## src/logic/csq_pkg.sv

```systemverilog
/*
 * Package for the chip-select option qualifier: option field layout,
 * encodings, cycle-count constants and the carrier structs.
 * Assumes a single 125 MHz system clock domain.
 */
`default_nettype none
package csq_pkg;
    // Option-setting word field positions
    localparam int CSQ_MODE_BIT = 15;
    localparam int CSQ_BYTE_HI = 14;
    localparam int CSQ_BYTE_LO = 13;
    localparam int CSQ_RW_HI = 12;
    localparam int CSQ_RW_LO = 11;
    localparam int CSQ_STROBE_TIMING_SELECT_BIT = 10;
    localparam int CSQ_ACK_HI = 9;
    localparam int CSQ_ACK_LO = 6;
    localparam int CSQ_SPACE_HI = 5;
    localparam int CSQ_SPACE_LO = 4;
    localparam int CSQ_IPL_HI = 3;
    localparam int CSQ_IPL_LO = 1;
    localparam int CSQ_AUTOVECTOR_ENABLE_BIT = 0;

    // Field encodings
    localparam logic [1:0] CSQ_LANE_OFF = 2'h0;
    localparam logic [1:0] CSQ_LANE_LOW = 2'h1;
    localparam logic [1:0] CSQ_LANE_UP = 2'h2;
    localparam logic [1:0] CSQ_LANE_BOTH = 2'h3;
    localparam logic [1:0] CSQ_RW_OFF = 2'h0;
    localparam logic [1:0] CSQ_RW_READ = 2'h1;
    localparam logic [1:0] CSQ_RW_WRITE = 2'h2;
    localparam logic [1:0] CSQ_RW_BOTH = 2'h3;
    localparam logic [1:0] CSQ_SP_CPU = 2'h0;
    localparam logic [1:0] CSQ_SP_USER = 2'h1;
    localparam logic [1:0] CSQ_SP_SUPV = 2'h2;
    localparam logic [1:0] CSQ_SP_BOTH = 2'h3;
    localparam logic [2:0] CSQ_IPL_ANY = 3'h0;
    localparam logic [3:0] CSQ_ACK_FAST = 4'he;
    localparam logic [3:0] CSQ_ACK_EXT = 4'hf;
    localparam logic [1:0] CSQ_PA_CS16 = 2'h3;

    // Access timing: zero-wait access and fast termination, in clocks
    localparam logic [4:0] CSQ_BASE_CYCLES = 5'h03;
    localparam logic [4:0] CSQ_FAST_CYCLES = 5'h02;

    // Block compare: highest compared address bit, top of the bus address
    localparam int CSQ_ADDR_TOP = 23;

    // Function-code value for CPU space (interrupt acknowledge)
    localparam logic [2:0] CSQ_FC_CPU = 3'h7;
    localparam logic [2:0] CSQ_FC_SUPV_BIT = 3'h4;

    // Bus cycle as seen by the qualifier
    typedef struct packed {
        logic [23:0] addr;
        logic [2:0] fc;
        logic read;
        logic as_n;
        logic ds_n;
        logic upper_n;
        logic lower_n;
        logic iack;
    } csq_cycle_t;

    // Base-address register contents
    typedef struct packed {
        logic [12:0] base;
        logic [2:0] blk;
    } csq_base_t;

    typedef enum logic [1:0] {
        CSQ_IDLE = 2'b00,
        CSQ_COUNT = 2'b01,
        CSQ_ACK = 2'b11,
        CSQ_HOLD = 2'b10
    } csq_state_t;
endpackage
`default_nettype wire

```

## src/logic/csq_qualifier.sv

```systemverilog
/*
 * Chip-select option qualifier: decides when one programmable chip
 * select asserts, generates its internal cycle acknowledge and the
 * autovector request, and flags synchronous slow-clock cycles.
 * Assumes bus cycle inputs arrive from pins (synchronised here) and
 * option/base settings are quasi-static inputs from the same clock.
 */
// Summary of operation
// - Byte-lane option 00 off, 01 lower, 10 upper, 11 both bytes.
// - Direction option 00 off, 01 reads, 10 writes, 11 both.
// - Async mode strobe select 0 follows address strobe, 1 data strobe.
// - Ack codes 0-13 ack internally after three plus code clocks.
// - Ack code 1110 is fast termination in two clocks.
// - Ack code 1111 leaves termination to the external device.
// - Space 00 CPU, 01 user, 10 supervisor, 11 either; iack in CPU only.
// - In CPU space compare irq level on address 3:1 with level field.
// - Level field 000 matches any level, 1-7 match that level.
// - Level field gates chip select, internal ack and autovector, never core interrupts.
// - CPU space plus autovector bit makes this block request autovector, in async mode only.
// - Sync mode ignores ack field; match flags pending slow-clock cycle.
// - Byte-lane option applies only for a 16-bit chip-select pin.
// - Address compare uses upper bits chosen by the block-size code.
`timescale 1ns/100ps
`default_nettype none
module csq_qualifier #(
    parameter int ADDR_W = 24 // Bus address width
) (
    input wire logic core_clk_in, // System clock, 125 MHz
    input wire logic rst_n_in, // Async reset, active low
    input wire csq_pkg::csq_cycle_t cycle_in, // Bus cycle signals from pins
    input wire logic [15:0] cs_option_setting_in, // Option word
    input wire csq_pkg::csq_base_t base_in, // Base address and block size
    input wire logic [1:0] pin_assign_in, // Pin assignment field
    output logic cs_n_out, // Chip select, active low
    output logic int_ack_n_out, // Internal cycle acknowledge, active low
    output logic autovec_n_out, // Autovector request, active low
    output logic slow_cycle_pend_out // Slow peripheral clock cycle pending
);
    import csq_pkg::*;

    // Elaboration check: field positions and block sizes assume a 24-bit bus address
    if (ADDR_W != CSQ_ADDR_TOP + 1) begin : g_addr_w_chk
        $error("csq_qualifier supports only a 24-bit address");
    end

    // Pin inputs pass two flops; stage one is read only by stage two
    csq_cycle_t sync1_r;
    csq_cycle_t cyc_r;
    always_ff @(posedge core_clk_in or negedge rst_n_in) begin
        if (!rst_n_in) begin
            sync1_r <= '{default: 1'b1, addr: 24'h000000, fc: 3'h0, read: 1'b1};
            cyc_r <= '{default: 1'b1, addr: 24'h000000, fc: 3'h0, read: 1'b1};
        end else begin
            sync1_r <= cycle_in;
            cyc_r <= sync1_r;
        end
    end

    // Option fields
    wire logic sync_mode = cs_option_setting_in[CSQ_MODE_BIT];
    wire logic [1:0] lane_opt = cs_option_setting_in[CSQ_BYTE_HI:CSQ_BYTE_LO];
    wire logic [1:0] rw_opt = cs_option_setting_in[CSQ_RW_HI:CSQ_RW_LO];
    wire logic strobe_timing_select = cs_option_setting_in[CSQ_STROBE_TIMING_SELECT_BIT];
    wire logic [3:0] cycle_ack_source = cs_option_setting_in[CSQ_ACK_HI:CSQ_ACK_LO];
    wire logic [1:0] space_opt = cs_option_setting_in[CSQ_SPACE_HI:CSQ_SPACE_LO];
    wire logic [2:0] irq_level_match = cs_option_setting_in[CSQ_IPL_HI:CSQ_IPL_LO];
    wire logic autovector_enable = cs_option_setting_in[CSQ_AUTOVECTOR_ENABLE_BIT];

    // Number of low address bits excluded for a block-size code
    function automatic logic [4:0] blk_low_bit(input logic [2:0] code);
        case (code)
            3'h0: blk_low_bit = 5'h0b;
            3'h1: blk_low_bit = 5'h0d;
            3'h2: blk_low_bit = 5'h0e;
            3'h3: blk_low_bit = 5'h10;
            3'h4: blk_low_bit = 5'h11;
            3'h5: blk_low_bit = 5'h12;
            3'h6: blk_low_bit = 5'h13;
            default: blk_low_bit = 5'h14;
        endcase
    endfunction

    // Address compare over the selected upper bits only
    wire logic [4:0] low_bit = blk_low_bit(base_in.blk);
    wire logic [23:0] base_full = {base_in.base, 11'h000};
    wire logic [23:0] cmp_mask = 24'hffffff << low_bit;
    wire logic addr_hit = ((cyc_r.addr ^ base_full) & cmp_mask) == 24'h000000;

    // Direction qualifier
    wire logic rw_ok = (rw_opt == CSQ_RW_BOTH) ||
                       (rw_opt == CSQ_RW_READ && cyc_r.read) ||
                       (rw_opt == CSQ_RW_WRITE && !cyc_r.read);

    // Byte lanes only matter on a 16-bit chip-select pin
    wire logic port16 = (pin_assign_in == CSQ_PA_CS16);
    wire logic lane_hit = (lane_opt == CSQ_LANE_BOTH) ||
                          (lane_opt == CSQ_LANE_LOW && !cyc_r.lower_n) ||
                          (lane_opt == CSQ_LANE_UP && !cyc_r.upper_n);
    wire logic lane_ok = port16 ? lane_hit : 1'b1;

    // Address space; interrupt acknowledge exists only in CPU space
    wire logic cpu_sp = (cyc_r.fc == CSQ_FC_CPU);
    wire logic supv_sp = ((cyc_r.fc & CSQ_FC_SUPV_BIT) != 3'h0) && !cpu_sp;
    wire logic user_sp = ((cyc_r.fc & CSQ_FC_SUPV_BIT) == 3'h0);
    wire logic space_ok = (space_opt == CSQ_SP_CPU && cpu_sp && !cyc_r.iack) ||
                          (space_opt == CSQ_SP_CPU && cpu_sp && cyc_r.iack) ||
                          (space_opt == CSQ_SP_USER && user_sp) ||
                          (space_opt == CSQ_SP_SUPV && supv_sp) ||
                          (space_opt == CSQ_SP_BOTH && (user_sp || supv_sp));

    // Level compare on address 3:1, 000 is a wildcard; local only
    wire logic iack_cyc = cyc_r.iack && cpu_sp && (space_opt == CSQ_SP_CPU);
    wire logic level_ok = !iack_cyc || (irq_level_match == CSQ_IPL_ANY) ||
                          (irq_level_match == cyc_r.addr[3:1]);

    // All qualifiers at once; iack cycles skip the address compare
    wire logic addr_ok = iack_cyc ? 1'b1 : addr_hit;
    wire logic full_match = addr_ok && rw_ok && lane_ok && space_ok && level_ok;

    // Strobe timing in async mode
    wire logic strobe_on = strobe_timing_select ? !cyc_r.ds_n : !cyc_r.as_n;
    wire logic async_sel = !sync_mode && full_match && strobe_on;
    wire logic sync_sel = sync_mode && full_match && !cyc_r.as_n;
    wire logic cycle_end = cyc_r.as_n;

    // Acknowledge length: three plus code, or two for fast termination
    wire logic ack_internal = !sync_mode && (cycle_ack_source != CSQ_ACK_EXT);
    wire logic [4:0] ack_len = (cycle_ack_source == CSQ_ACK_FAST) ? CSQ_FAST_CYCLES :
                               CSQ_BASE_CYCLES + {1'b0, cycle_ack_source};

    // Wait-state counter: ack goes out on the last clock of the access
    csq_state_t state_r, state_nxt;
    logic [4:0] cnt_r, cnt_nxt;
    always_comb begin
        state_nxt = state_r;
        cnt_nxt = cnt_r;
        case (state_r)
            CSQ_IDLE: begin
                if (async_sel && ack_internal) begin
                    cnt_nxt = ack_len - 5'h02;
                    state_nxt = (ack_len == CSQ_FAST_CYCLES) ? CSQ_ACK : CSQ_COUNT;
                end
            end
            CSQ_COUNT: begin
                if (cycle_end) begin
                    state_nxt = CSQ_IDLE;
                end else if (cnt_r <= 5'h01) begin
                    state_nxt = CSQ_ACK;
                end else begin
                    cnt_nxt = cnt_r - 5'h01;
                end
            end
            CSQ_ACK: begin
                state_nxt = CSQ_HOLD;
            end
            CSQ_HOLD: begin
                if (cycle_end) begin
                    state_nxt = CSQ_IDLE;
                end
            end
            default: begin
                state_nxt = CSQ_IDLE;
            end
        endcase
    end

    // Registered state and outputs
    always_ff @(posedge core_clk_in or negedge rst_n_in) begin
        if (!rst_n_in) begin
            state_r <= CSQ_IDLE;
            cnt_r <= 5'h00;
            cs_n_out <= 1'b1;
            int_ack_n_out <= 1'b1;
            autovec_n_out <= 1'b1;
            slow_cycle_pend_out <= 1'b0;
        end else begin
            state_r <= state_nxt;
            cnt_r <= cnt_nxt;
            cs_n_out <= !(async_sel || sync_sel);
            int_ack_n_out <= !(state_nxt == CSQ_ACK || state_nxt == CSQ_HOLD);
            autovec_n_out <= !(async_sel && iack_cyc && autovector_enable);
            slow_cycle_pend_out <= sync_sel;
        end
    end
endmodule // csq_qualifier
`default_nettype wire

```

## config.mk

```make
export PLATFORM = sky130hd
export DESIGN_NAME = csq_qualifier
export DESIGN_NICKNAME = d
export VERILOG_FILES = /design/src/logic/csq_pkg.sv /design/src/logic/csq_qualifier.sv
export SDC_FILE = /design/constraint.sdc
export NUM_CORES = 1
export LEC_CHECK = 0
export ABC_AREA = 1
export BUFFER_PORTS_ARGS = -buffer_cell sky130_fd_sc_hd__buf_2
export CORE_UTILIZATION = 50
export DETAILED_ROUTE_END_ITERATION = 10
export PLACE_DENSITY = 0.73
export SYNTH_ARGS = -nofsm -noshare
export SYNTH_HDL_FRONTEND = slang
export SYNTH_SLANG_ARGS = --single-unit
```

## constraint.sdc

```tcl
create_clock -name core_clk_in -period 3.4 [get_ports core_clk_in]
set_input_delay 0.17 -clock core_clk_in [delete_from_list [all_inputs] [get_ports core_clk_in]]
set_output_delay 0.17 -clock core_clk_in [all_outputs]
set_load 0.05 [all_outputs]
```

==> impl_results.md <==
- Fillers: 366
- P per Cell Area: between 400 and 500 mW/mm^2
- Slew HR: between 60% and 70%
- Mean area per synthesized cell: 9.52 sq um
- Post-route design area: between 0.003 and 0.004 sq mm
- Vias: 2040
- Clk_skew: ~0.0054 ns
- Number of max-cap violations: 0
- Area Overhead vs Synth: 34.0%
- Distinct cell type count after synthesis: 27
- Post-Layout Cell Count: ~450
- Share of cells above drive strength 1: just under 30%
- Run status: completed
- Maximum vdd drop: between 0.3 and 0.4 mV
- Height of the die: approximately 74 um
- Synth Register Bits: 61
- Core Region: between 0.004 and 0.005 sq mm
- Final Setup Violations: 0
- Dpl cell area: 0.00298 sq mm
- DR DRC count: 0
- Register Area: around 0.0015 sq mm
- Root buffer cell: clkbuf_8
- RSZ-0062 raised after global routing: no
- CTS clk-pin slew, worst paths: roughly 0.06 ns
- Worst hold path class: input port to register
- WP data arrival: between 1.5 and 2 ns
- Total track usage: a little over a fifth
- Ys Warns: 0
- Ant diodes: 0
- Minimum clock period after layout: ~1.6 ns
- H-Tree Depth: 3
- Via/cell ratio: ~4.6
- Io pins: 73
- Syn_nets: around 350
- CTS tree: done
- Kind of critical path: register to register
- Most frequent cells in the layout: nand2_1, buf_2, dfrtp_1
- DP HPWL: between 3 and 4 mm
- Die Wd: between 70 and 80 um
- Crit start category: register
- Pwr Total: approximately 1600 uW
- Area of the multi-input gates: approximately 860 sq um
- Antenna viol nets, final: 0
- Final wirelength: about 5.2 mm
- Clock latency on the worst-skew pair: 0.33 ns
- Most common cell after layout, fill and taps aside: nand2_1
- Worst-margin pin slew: ~0.58 ns
- TritonRoute pass-1 iters: 5
- Ys async rst share: 100%
- Placed cells: about 400
- Global placer's final weighted congestion: approximately 0.85
- DRT iter0 DRCs: between 60 and 70
- Sequential fraction of the synthesis area: 60.1%
- Initial cell density of the core: between 50% and 60%
- Overflow after GRT: 0
- LEAKAGE: between 0.0015 and 0.002 uW
- Row count: 25
- Post-Synthesis Cell Area: 0.00257 sq mm
- Setup TNS: 0 ns
- CTS sink cnt: 61
- CTS-repair resized insts: 0
- Max Slew Vio Count: 0
- Hold Vio Cnt, Final: 0
- WL per Instance: roughly 12 um
- Tcrit/Tclk final: 46.8%
- Worst Setup End Kind: register
- Mapped Cells: 270
- Initial antenna violation count: 0
- Achievable Freq: 0.629 GHz
- TritonCTS Buffers: 9
- Synth Flop Type: dfrtp_1
- Vias in the first global route: around 2100
- Port Buf Inserts: 64
- CTS max path bufs: 2
- Maximum number of pins on one net before global-route repair: 34
- EDFF count, synth: 0
- First-pass GRT wire length: between 8 and 9 mm
- Die area: between 0.005 and 0.006 sq mm
- Critical Path RT: 3.62 ns
- Final Net Count: 448
- Critical Path Fanout Max: 6
report_power, final:
| group | switching, uW | internal, uW |
|---|---|---|
| Clock | 281 | 337 |
| Combinational | 85.3 | 84.4 |
| Sequential | 13.5 | 764 |
| Total | 380 | 1190 |
sequential cells by signal, indices dropped and copies added, names as in the netlist:
signal,cells
cnt_r,5
slow_cycle_pend_out,1
sync1_r,25
cyc_r,24
state_r,2
int_ack_n_out,1
cs_n_out,1
autovec_n_out,1
cycle_end,1
final timing paths:
check / startpoint / end / slack, ns / cells after the start
max: cyc_r[2]$_DFF_PN1_ / cnt_r[1]$_DFFE_PN0P_ / 1.81 / 9
min: cs_option_setting_in[15] / slow_cycle_pend_out$_DFF_PN0_ / 0.14 / 3
max reg2reg: cyc_r[2]$_DFF_PN1_ / cnt_r[1]$_DFFE_PN0P_ / 1.81 / 9
min reg2reg: sync1_r[8]$_DFF_PN0_ / cyc_r[8]$_DFF_PN0_ / 0.35 / 0
max in group asynchronous: rst_n_in / int_ack_n_out$_DFF_PN1_ / 2.16 / 3
min in group asynchronous: rst_n_in / sync1_r[29]$_DFF_PN0_ / 0.37 / 2
final cells by class:
cell class / count / area share (%)
flip-flops and latches: 61 / 44.9
multi-input cells: 165 / 25.0
repair buffers: 92 / 17.4
inverters: 44 / 4.79
clock buffers: 10 / 3.71
well taps: 67 / 2.43
clock inverters: 6 / 1.85
stage by stage:
stage / util, % / worst slack (ns) / hold slack, ns
after floorplan: - / 1.95 / -0.126
after global placement: 61.5 / 1.72 / 0.191
after detailed placement: 61.5 / 1.70 / 0.196
after CTS: 71.0 / 1.78 / 0.134
after global routing: 71.0 / 1.62 / 0.137
final: 71.0 / 1.81 / 0.140
synthesized netlist by cell type, types with 3 or more instances:
| library cell | number | area, sq um |
|---|---|---|
| dfstp_2 | 15 | 394 |
| nand2_2 | 3 | 18.8 |
| nand2_1 | 68 | 255 |
| nor3_1 | 8 | 40.0 |
| dfrtp_1 | 46 | 1150 |
| xnor2_1 | 9 | 78.8 |
| inv_1 | 42 | 158 |
| ha_1 | 6 | 75.1 |
| nand4_1 | 3 | 18.8 |
| nor2_1 | 19 | 71.3 |
| nand3_1 | 19 | 95.1 |
| o21ai_0 | 8 | 40.0 |
| a21oi_1 | 3 | 15.0 |
| or2_2 | 3 | 18.8 |
layer usage:
layer	up-vias	part of all wire, %	GRT usage (%)
li1	1042	-	-
met1	928	42	23.3
met2	56	49	37.5
met3	14	6.0	6.72
met4	0	2.4	12.0
met5	-	0	0
kinds of logic (layout without fill, tap and decap cells):
family                     count (synthesis)  in the layout  share of synthesized area, %
xor gates and xnor gates                  11             11                          3.75
adders and majority gates                  6              6                          2.92
AOI/OAI and AO/OA                         16             16                          3.65
and+or+nand+nor                          132            132                          23.2
DFF                                       61             61                          60.1
buffers and inverters                     44            152                          6.42
timing repair:
item | in CTS | in global routing
setup endpoints to repair | 0 | 0
setup buffers | 0 | 0
endpoints found under the hold margin | 42 | 0
hold buffers | 27 | 0
critical path: stages (launching register included):
cell and delay [ns]:
dfstp_2 0.36, or2_1 0.22, nand4_1 0.13, nand3_1 0.11
nor2_2 0.15, nand2_2 0.09, nor2_4 0.12, nand3_2 0.14
nand3_1 0.10, nand2_1 0.06
(Power assumes the default switching activity.)
